$ cat src/ispc_pkg.sv
// Constants, register map and carrier types for the idle/stop power control block.
// Assumes a single 125 MHz APB clock domain.
package ispc_pkg;
	localparam int CLK_MHZ = 125;
	localparam int ADDR_W = 12;
	// Printed offsets are register indices; byte address is four times the index
	localparam logic [7:0] POWER_CTRL_IDX = 8'h87;
	localparam logic [7:0] FLASH_TIMING_IDX = 8'hb6;
	localparam logic [7:0] WAKE_CFG_IDX = 8'hb0;
	localparam logic [7:0] STATUS_IDX = 8'hb1;
	localparam int IDLE_SEL_BIT = 0;
	localparam int STOP_SEL_BIT = 1;
	localparam int BYPASS_BIT = 6;
	localparam int WDT_EN_BIT = 0;
	localparam int MCD_EN_BIT = 1;
	localparam logic [7:0] POWER_CTRL_RESET = 8'h00;
	localparam logic [7:0] FLASH_TIMING_RESET = 8'h00;
	localparam logic [7:0] FLASH_TIMING_MASK = 8'h40;
	localparam logic [7:0] WAKE_CFG_RESET = 8'h00;
	localparam logic [15:0] RESET_VECTOR = 16'h0000;
	// Core is held in reset this long after any device reset request ends
	localparam int RESET_SEQ_NS = 80;
	localparam int RESET_SEQ_CYCLES = (RESET_SEQ_NS * CLK_MHZ + 999) / 1000;
	localparam logic [7:0] RESET_SEQ_LOAD = 8'(RESET_SEQ_CYCLES);

	typedef enum logic [2:0] {
		ISPC_RUN = 3'b001,
		ISPC_IDLE = 3'b010,
		ISPC_STOP = 3'b100
	} ispc_state_t;

	typedef struct packed {
		logic instr_done;
		logic irq_pending;
	} ispc_core_in_t;

	typedef struct packed {
		logic cpu_halt;
		logic irq_resume;
		logic core_reset;
		logic fetch_start;
		logic [15:0] fetch_addr;
	} ispc_core_out_t;

	typedef struct packed {
		logic periph_run;
		logic precise_osc_en;
		logic oneshot_bypass;
	} ispc_clk_out_t;

	function automatic logic [ADDR_W-1:0] ispc_byte_addr(input logic [7:0] idx);
		ispc_byte_addr = {2'b00, idx, 2'b00};
	endfunction
endpackage

$ cat src/ispc_sync.sv
// Two-flop level synchroniser for an asynchronous pin.
// Assumes the pin may change at any time relative to pclk.
`timescale 1ns/1ps
module ispc_sync import ispc_pkg::*; #(
	parameter logic RESET_VALUE = 1'b1
) (
	input wire logic pclk,
	input wire logic presetn,
	input wire logic async_in,
	output logic sync_out
);
	logic meta_reg;
	logic sync_reg;

	always_ff @(posedge pclk or negedge presetn) begin
		if (!presetn) begin
			meta_reg <= RESET_VALUE;
			sync_reg <= RESET_VALUE;
		end else begin
			meta_reg <= async_in;
			sync_reg <= meta_reg;
		end
	end

	assign sync_out = sync_reg;
endmodule

$ cat src/ispc_reset_seq.sv
// Ordinary reset sequence: holds the core in reset while a request stands
// and for a fixed count after it, then pulses the fetch start.
// Assumes the request is a level on pclk.
`timescale 1ns/1ps
module ispc_reset_seq import ispc_pkg::*; (
	input wire logic pclk,
	input wire logic presetn,
	input wire logic req,
	output logic busy,
	output logic done
);
	logic [7:0] cnt_reg;
	logic [7:0] cnt_next;
	logic busy_reg;
	logic done_reg;

	assign cnt_next = req ? RESET_SEQ_LOAD : (cnt_reg != 8'h00) ? cnt_reg - 8'h01 : 8'h00;

	always_ff @(posedge pclk or negedge presetn) begin
		if (!presetn) begin
			cnt_reg <= 8'h00;
			busy_reg <= 1'b0;
			done_reg <= 1'b0;
		end else begin
			cnt_reg <= cnt_next;
			busy_reg <= cnt_next != 8'h00;
			done_reg <= !req && cnt_reg == 8'h01;
		end
	end

	assign busy = busy_reg;
	assign done = done_reg;
endmodule

$ cat src/ispc_power_ctrl.sv
// Idle and stop low-power control with flash read timing select, APB slave.
// Assumes the core reports instruction completion and pending enabled
// interrupts on pclk, and watchdog/missing-clock timeouts as pclk pulses.
//
// Implementation choice: the APB register port.
`timescale 1ns/1ps

// How it works
// - Setting the idle select bit halts the core only at the next instruction completion.
// - In idle the registers hold their values and peripherals keep their clock.
// - Idle ends on any enabled interrupt or any internal or external reset.
// - An interrupt wake clears the idle select bit and resumes the core to service it.
// - The core resumes at the instruction after the one that set idle, after the interrupt return.
// - A reset ending idle runs the reset sequence and fetches from address zero.
// - An enabled watchdog timeout issues an internal reset that ends idle.
// - Setting the stop select bit enters stop only at the next instruction completion.
// - Stop halts the core and the precision oscillator and leaves the other oscillators alone.
// - Only a reset ends stop, followed by the reset sequence and a fetch from address zero.
// - An enabled missing-clock timeout issues an internal reset that ends stop.
// - The bypass bit at 0 times flash reads by the one-shot, at 1 by the system clock.
// - Reserved flash timing bits read zero and software writes them as zero.
// - Clearing bypass takes effect at once with no padding instruction needed.
module ispc_power_ctrl import ispc_pkg::*; (
	input wire logic pclk,
	input wire logic presetn,
	input wire logic psel,
	input wire logic penable,
	input wire logic pwrite,
	input wire logic [ADDR_W-1:0] paddr,
	input wire logic [31:0] pwdata,
	input wire logic [3:0] pstrb,
	output logic [31:0] prdata,
	output logic pready,
	output logic pslverr,
	input wire ispc_core_in_t core_in,
	input wire logic ext_reset_n,
	input wire logic wdt_timeout,
	input wire logic mcd_timeout,
	output ispc_core_out_t core_out,
	output ispc_clk_out_t clk_out
);
	ispc_state_t state_reg;
	ispc_state_t state_next;
	logic [7:0] power_ctrl_reg;
	logic [7:0] power_ctrl_next;
	logic [7:0] flash_timing_reg;
	logic [7:0] wake_cfg_reg;
	logic [31:0] prdata_reg;
	logic [31:0] rdata_next;
	logic pready_reg;
	logic pslverr_reg;
	logic cpu_halt_reg;
	logic irq_resume_reg;
	logic precise_osc_reg;
	logic ext_rst_sync;
	logic seq_busy;
	logic seq_done;
	logic [7:0] hold_cnt_reg;

	wire access = psel && penable && pready_reg;
	wire wr_en = access && pwrite && pstrb[0];
	wire hit_power = paddr == ispc_byte_addr(POWER_CTRL_IDX);
	wire hit_flash = paddr == ispc_byte_addr(FLASH_TIMING_IDX);
	wire hit_cfg = paddr == ispc_byte_addr(WAKE_CFG_IDX);
	wire hit_status = paddr == ispc_byte_addr(STATUS_IDX);
	wire hit_any = hit_power || hit_flash || hit_cfg || hit_status;
	wire wr_power = wr_en && hit_power;
	wire wr_flash = wr_en && hit_flash;
	wire wr_cfg = wr_en && hit_cfg;
	wire wdt_fire = wdt_timeout && wake_cfg_reg[WDT_EN_BIT];
	wire mcd_fire = mcd_timeout && wake_cfg_reg[MCD_EN_BIT];
	// Any internal or external reset source, as a level on pclk
	wire dev_rst = !ext_rst_sync || wdt_fire || mcd_fire;
	wire idle_sel = power_ctrl_reg[IDLE_SEL_BIT];
	wire stop_sel = power_ctrl_reg[STOP_SEL_BIT];
	wire in_run = state_reg == ISPC_RUN;
	wire in_idle = state_reg == ISPC_IDLE;
	wire in_stop = state_reg == ISPC_STOP;
	wire irq_wake = in_idle && core_in.irq_pending && !dev_rst;
	wire [7:0] status_word = {3'b000, seq_busy, 1'b0, in_stop, in_idle, in_run};

	ispc_sync #(
		.RESET_VALUE(1'b1)
	) u_ext_sync (
		.pclk(pclk),
		.presetn(presetn),
		.async_in(ext_reset_n),
		.sync_out(ext_rst_sync)
	);

	ispc_reset_seq u_reset_seq (
		.pclk(pclk),
		.presetn(presetn),
		.req(dev_rst),
		.busy(seq_busy),
		.done(seq_done)
	);

	// Mode state: entry waits for the completing instruction, exits by cause
	always_comb begin
		state_next = state_reg;
		case (state_reg)
			ISPC_RUN: begin
				// Stop is the deeper mode, so it wins when both bits are set
				if (core_in.instr_done && stop_sel && !seq_busy) begin
					state_next = ISPC_STOP;
				end else if (core_in.instr_done && idle_sel && !seq_busy) begin
					state_next = ISPC_IDLE;
				end
			end
			ISPC_IDLE: begin
				if (core_in.irq_pending) begin
					state_next = ISPC_RUN;
				end
			end
			ISPC_STOP: begin
				state_next = ISPC_STOP;
			end
			default: begin
				state_next = ISPC_RUN;
			end
		endcase
		if (dev_rst) begin
			state_next = ISPC_RUN;
		end
	end

	// Software write wins over the hardware clear in the same cycle
	always_comb begin
		power_ctrl_next = power_ctrl_reg;
		if (irq_wake) begin
			power_ctrl_next[IDLE_SEL_BIT] = 1'b0;
		end
		if (wr_power) begin
			power_ctrl_next = {6'h00, pwdata[STOP_SEL_BIT], pwdata[IDLE_SEL_BIT]};
		end
		if (dev_rst) begin
			power_ctrl_next = POWER_CTRL_RESET;
		end
	end

	// Every register is eight bits wide; the upper read bits are always zero
	wire [31:0] power_word = {24'h00_0000, power_ctrl_reg};
	wire [31:0] flash_word = {24'h00_0000, flash_timing_reg};
	wire [31:0] cfg_word = {24'h00_0000, wake_cfg_reg};
	wire [31:0] status_rd_word = {24'h00_0000, status_word};
	assign rdata_next = !hit_any ? 32'h0000_0000 :
		hit_power ? power_word :
		hit_flash ? flash_word :
		hit_cfg ? cfg_word :
		status_rd_word;

	// No wait state: ready rises in the first access cycle after setup
	always_ff @(posedge pclk or negedge presetn) begin
		if (!presetn) begin
			pready_reg <= 1'b0;
		end else begin
			pready_reg <= psel && !penable;
		end
	end

	always_ff @(posedge pclk or negedge presetn) begin
		if (!presetn) begin
			pslverr_reg <= 1'b0;
		end else begin
			pslverr_reg <= psel && !penable && !hit_any;
		end
	end

	// Read data stands only in the access cycle, so a stale word never leaks
	always_ff @(posedge pclk or negedge presetn) begin
		if (!presetn) begin
			prdata_reg <= 32'h0000_0000;
		end else begin
			prdata_reg <= (psel && !penable && !pwrite) ? rdata_next : 32'h0000_0000;
		end
	end

	always_ff @(posedge pclk or negedge presetn) begin
		if (!presetn) begin
			state_reg <= ISPC_RUN;
			power_ctrl_reg <= POWER_CTRL_RESET;
		end else begin
			state_reg <= state_next;
			power_ctrl_reg <= power_ctrl_next;
		end
	end

	// Only the bypass bit is stored, so reserved bits always read zero
	always_ff @(posedge pclk or negedge presetn) begin
		if (!presetn) begin
			flash_timing_reg <= FLASH_TIMING_RESET;
		end else if (dev_rst) begin
			flash_timing_reg <= FLASH_TIMING_RESET;
		end else if (wr_flash) begin
			flash_timing_reg <= pwdata[7:0] & FLASH_TIMING_MASK;
		end
	end

	always_ff @(posedge pclk or negedge presetn) begin
		if (!presetn) begin
			wake_cfg_reg <= WAKE_CFG_RESET;
		end else if (wr_cfg) begin
			wake_cfg_reg <= {6'h00, pwdata[MCD_EN_BIT], pwdata[WDT_EN_BIT]};
		end
	end

	// Core and clock controls follow the next state so they change with it
	always_ff @(posedge pclk or negedge presetn) begin
		if (!presetn) begin
			cpu_halt_reg <= 1'b0;
		end else begin
			cpu_halt_reg <= state_next != ISPC_RUN;
		end
	end

	always_ff @(posedge pclk or negedge presetn) begin
		if (!presetn) begin
			irq_resume_reg <= 1'b0;
		end else begin
			irq_resume_reg <= irq_wake;
		end
	end

	// The precision oscillator runs out of reset and stops only in stop
	always_ff @(posedge pclk or negedge presetn) begin
		if (!presetn) begin
			precise_osc_reg <= 1'b1;
		end else begin
			precise_osc_reg <= state_next != ISPC_STOP;
		end
	end

	// Cycles of core reset hold since the last request, for the length check
	always_ff @(posedge pclk or negedge presetn) begin
		if (!presetn) begin
			hold_cnt_reg <= 8'h00;
		end else if (dev_rst || !seq_busy) begin
			hold_cnt_reg <= 8'h00;
		end else begin
			hold_cnt_reg <= hold_cnt_reg + 8'h01;
		end
	end

	assign prdata = prdata_reg;
	assign pready = pready_reg;
	assign pslverr = pslverr_reg;
	assign core_out.cpu_halt = cpu_halt_reg;
	assign core_out.irq_resume = irq_resume_reg;
	assign core_out.core_reset = seq_busy;
	assign core_out.fetch_start = seq_done;
	assign core_out.fetch_addr = RESET_VECTOR;
	// Peripheral clock never stops in idle or stop; oscillators other than
	// the precision one are not driven from here at all
	assign clk_out.periph_run = 1'b1;
	assign clk_out.precise_osc_en = precise_osc_reg;
	assign clk_out.oneshot_bypass = flash_timing_reg[BYPASS_BIT];
endmodule

$ cat config.mk
export PLATFORM = sky130hd
export DESIGN_NAME = ispc_power_ctrl
export DESIGN_NICKNAME = d
export VERILOG_FILES = /design/src/ispc_pkg.sv /design/src/ispc_sync.sv /design/src/ispc_reset_seq.sv /design/src/ispc_power_ctrl.sv
export SDC_FILE = /design/constraint.sdc
export NUM_CORES = 1
export LEC_CHECK = 0
export BUFFER_PORTS_ARGS = -buffer_cell sky130_fd_sc_hd__clkbuf_2
export CAP_MARGIN = 20
export CORE_UTILIZATION = 47
export CTS_BUF_LIST = sky130_fd_sc_hd__clkbuf_8
export CTS_CLUSTER_SIZE = 25
export DETAILED_ROUTE_END_ITERATION = 8
export PLACE_DENSITY = 0.87
export SLEW_MARGIN = 20
export SYNTH_ARGS = -nofsm -noshare
export SYNTH_HDL_FRONTEND = slang
export SYNTH_SLANG_ARGS = --single-unit
$ cat constraint.sdc
create_clock -name pclk -period 2.6 [get_ports pclk]
set_input_delay 0.52 -clock pclk [delete_from_list [all_inputs] [get_ports pclk]]
set_output_delay 0.52 -clock pclk [all_outputs]
set_load 0.03 [all_outputs]
[After elaboration in Yosys (flattened, before gate mapping)]
Cells that the tools add are included.
Cells by class
  $add $sub $neg: 1
  equal/unequal tests: 10
  muxes and demuxes: 17
  reductions and logical operators: 35
Operators by type and width (number)
  two-way mux 8 bit: 10
  equality test 12 x 10 -> 1 bit (second input constant): 4
  logical AND 1 bit: 19
  nonzero test 8 bit: 2
  two-way mux 3 bit: 4
  one-hot mux 3 bit (3 select lines): 1
  equality test 8 x 1 -> 1 bit (second input constant): 1
  subtractor 8 x 1 -> 8 bit (second input constant): 1
  logical NOT 1 bit: 6
  logical OR 1 bit: 5
  two-way mux 5 bit: 1
  nonzero test 2 bit: 2
  equality test 3 x 1 -> 1 bit (second input constant): 1
  equality test 3 x 2 -> 1 bit (second input constant): 1
  equality test 3 bit (second input constant): 1
  inequality test 3 x 1 -> 1 bit (second input constant): 1
  inequality test 3 bit (second input constant): 1
  nonzero test 3 bit: 1
  two-way mux 1 bit: 1
Storage, ports and cells
  register bits after elaboration: 46
  input bits: 58
  output and inout port bits: 57
  logic and storage cells: 79

[Depth between registers and ports, before layout]
  word-level depth: 8
  depth in mapped cells: 7
  depth with buffers taken out: 7

[Cells and area by module]
A second synthesis with hierarchy kept.
Second synthesis, totals
  cells, all modules: 194
  area total of the unflattened synthesis: 1908.1 um2
Modules (own cells, without submodules)
  ispc_power_ctrl: times used 1, cells each 139, area each 1327.5 um2, seq. area each 478.0 um2
  ispc_reset_seq: times used 1, cells each 53, area each 528.0 um2, seq. area each 250.2 um2
  ispc_sync: times used 1, cells each 2, area each 52.6 um2, seq. area each 52.6 um2

[Least setup slack after synthesis]
Ideal clock, no wire load.
  path type: reg2reg
  start: reg u_reset_seq.cnt_reg[2]
  end: reg u_reset_seq.busy_reg (netlist: u_reset_seq.busy)
  setup time: 135 ps
  arrival time: 1614 ps
  required time: 2465 ps
  path slack: 851 ps
  cell stages (with the launch flop): 5
  path buffers: 0
  period minus slack after synthesis: 1749 ps
  path through: dfrtp_1 > or4_4 > or4_4 > a21oi_2 > nand3_1
On the way
  cells in the longest elaborated chain, start to end: 4
  elaborated cells between the ends (all ways): 5
  those cells by class: 1 x add/sub; 2 x mux; 2 x reduce/logical
Ends and longest elaborated chain
  from (decl): line ispc_reset_seq.sv:12  | logic [7:0] cnt_reg;
  from (signal assigned): line ispc_reset_seq.sv:25  | cnt_reg <= cnt_next;
  subtractor 8 x 1 -> 8 bit or nonzero test 8 bit (tied branches): line ispc_reset_seq.sv:17  | assign cnt_next = req ? RESET_SEQ_LOAD : (cnt_reg != 8'h00) ? cnt_reg - 8'h01 : 8'h00;
  two-way mux 8 bit (*) (2 in a row): line ispc_reset_seq.sv:17
  nonzero test 8 bit (*): line ispc_reset_seq.sv:26  | busy_reg <= cnt_next != 8'h00;
  to (signal assigned): line ispc_reset_seq.sv:22  | busy_reg <= 1'b0;
  to (signal assigned): line ispc_reset_seq.sv:26
  to (decl): line ispc_reset_seq.sv:14  | logic busy_reg;
Mark *: on every way between the ends. The rest lies on a longest branch, timed or not.
A chain may end at the register's enable or synchronous reset.

[Final worst setup path]
  start: reg u_reset_seq.cnt_reg[3]
  end: reg u_reset_seq.busy_reg (netlist: u_reset_seq.busy)
The elaborated chain is that of the path after synthesis.

==> metrics.md <==
| Metric | Value |
|---|---|
| Final instance area | 1971 µm² |
| GPL Wtd Cong | 0.8574 |
| PD cells | 573.4 nW/µm² |
| Synthesis-to-layout area growth | 8.099% |
| Die height | 64.28 µm |
| Starting Density | 49.42% |
| Reg2Reg Launch Point | u_reset_seq.cnt_reg[3] |
| Status | completed |
| CP Capture Type | register |
| Fraction of registers with async set/reset | 100.0% |
| Worst R2R Path Depth | 4 |
| CP Launch Type | register |
| CP arrival | 1980 ps |
| Final instance count without filler cells | 276 |
| Largest net degree at the start of global routing | 32 |
| Htree depth | 2 |
| Vias in the first global route | 1106 |
| Worst vdd ir | 0.2727 mV |
| Max reg flops | 8 |
| Seq/Total Area, Yosys | 42.83% |
| Remaining Overflow, GRT | 0 |
| Hold Fails Final Rpt | 0 |
| Root buffer cell | clkbuf_8 |
| Syn Area/Cell | 9.645 µm² |
| Total Nets Final | 288 |
| CTS Hold Buffers Added | 0 |
| Worst hold path class | in2async |
| Die W | 64.28 µm |
| Relative slew slack | 51.21% |
| DRC viols | 0 |
| Leakage power | 0.001051 µW |
| Number of synthesis warnings | 0 |
| MaxCap Viol Count | 0 |
| Count of pins over their slew limit | 0 |
| Vias per cell | 4.630 |
| CTS tree | yes |
| Period Utilization, post-route | 70.54% |
| Unrepaired setup endpoints after global routing | no |
| Worst-path fanout max | 5 |
| DRT Pass-1 Iters | 4 |
| Min cycle time layout | 1834 ps |
| Die area | 4132 µm² |
| Dpl cell area | 1871 µm² |
| Ports | 115 |
| Req. time, crit path | 2750 ps |
| Worst Path Class, Setup | reg2reg |
| Final setup viols | 0 |
| IO Port Bufs | 41 |
| Clk sinks | 31 |
| Netlist Area Pre-Place | 1823 µm² |
| Critical Path Start | u_reset_seq.cnt_reg[3] |
| Post-synth EDFFs | 0 |
| Wire per inst | 10.27 µm |
| Final ANT Viol Nets | 0 |
| Share of cells above drive strength 1 | 28.07% |
| Cell variety after synth | 43 |
| Initial antenna violation count | 0 |
| CTS buffer count | 5 |
| Fmax | 545.3 MHz |
| Seq cells post-synth | 31 |
| R2R Setup Slk | 770 ps |
| Mapped Cells | 189 |
| FP Rows | 22 |
| Max Clock Skew | 3.383 ps |
| Post-synth top flop | dfrtp_1 |
| Clock-pin slew on the worst setup and hold paths | 60 ps |
| Clk buf depth | 2 |
| Drt total wl | 2834 µm |
| GRT Util Overall | 15.59% |
| First-pass GRT wire length | 4726 µm |
| FF-to-FF End | u_reset_seq.busy |
| Drt initial violations | 47 |
| Post-CTS Resized | 0 |
| Core ar. | 3689 µm² |
| HPWL Detailed | 2265 µm |
| Fin Hold WS | 291.5 ps |
| Clk_lat worst skew | 280 ps |
| Setup tns final | 0 ps |
| Via count | 1278 |
| Placed cell count | 268 |
| Slew @ Worst Pin | 731.9 ps |
| Antenna Cells | 0 |
| Postcts setup bufs | 0 |
[report_power, final]
part	internal [µW]	switching, µW
Combinational	56.2	153
Clock	237	160
Sequential	504	20.1
[how the worst max path moves through the flow]
stage,end,slack (ps),depth (start not counted)
finish,u_reset_seq.busy,770,4
detailed placement,wake_cfg_reg[1],580,5
CTS,u_reset_seq.busy,770,4
global placement,wake_cfg_reg[1],610,5
floorplan,u_reset_seq.busy,850,4
global route,u_reset_seq.cnt_reg[2],670,5
[layer usage]
metal  vias up  global-route usage [%]  share of wire (%)
met4         0                   11.67                3.0
met1       595                   18.55                 42
li1        618                       -                  -
met3         7                   4.107                6.5
met2        58                   23.95                 48
met5         -                       0                  0
[metrics by stage]
step / utilization (%) / power (µW) / setup slack [ps]
2_1_floorplan: - / 736.6 / 850.7
3_3_place_gp: 50.71 / 733.6 / 609.4
3_5_place_dp: 50.71 / 740.7 / 583.8
4_1_cts: 53.43 / 1141 / 765.2
5_1_grt: 53.43 / 1199 / 670.4
6_report: 53.43 / 1130 / 766.0
[Yosys cell counts (2+ instances only)]
master,n,area share (%)
buf_4,48,20
dfrtp_1,27,37
nor2_1,19,3.9
nand2_1,8,1.6
and3_1,7,2.4
nand3_1,7,1.9
inv_1,6,1.2
a21oi_1,5,1.4
nand2b_1,5,1.7
o21ai_0,5,1.4
dfstp_2,4,5.8
nor3_1,4,1.1
xnor2_1,4,1.9
ha_1,3,2.1
mux2i_1,3,1.6
clkbuf_1,2,0.41
conb_1,2,0.41
mux2_2,2,1.2
nor2b_1,2,0.69
nor4b_1,2,0.96
or4_4,2,1.2
[worst max-delay path, stage by stage, from the launching register on]
cell and delay, ps:
dfrtp_1 430, or4_4 540, or4_4 440, a21oi_2 200
nand3_1 90
[cells in the final DEF (no fill, tap or decap), drive strengths merged, types with 4 or more instances in the layout]
master and instances:
nor3 5, nand3 7, nor2 20, dfrtp 27
clkbuf 48, a21oi 6, and3 7, nand2 8
xnor2 4, inv 7, o21ai 5, dfstp 4
conb 42, nand2b 5
[layout make-up]
| class | instances | area [µm²] |
|---|---|---|
| Fill cell | 332 | 1718 |
| Sequential cell | 31 | 780.7 |
| Inverter | 6 | 22.52 |
| Timing Repair Buffer | 41 | 205.2 |
| Multi-Input combinational cell | 142 | 802.0 |
| Clock inverter | 1 | 3.754 |
| Clock buffer | 7 | 96.34 |
| Tap cell | 48 | 60.06 |
[kinds of logic (layout without fill, tap and decap cells)]
logic type	Yosys count	count (layout)	synth area share [%]
flops	31	31	42.83
buf+inv	56	55	21.41
xor+xnor	5	5	2.402
compound gates	18	18	6.246
mux	5	5	2.883
simple gates	69	69	21.76
fa+ha+maj	3	3	2.059
other cells	2	42	0.4120
(Power assumes the default switching activity.)
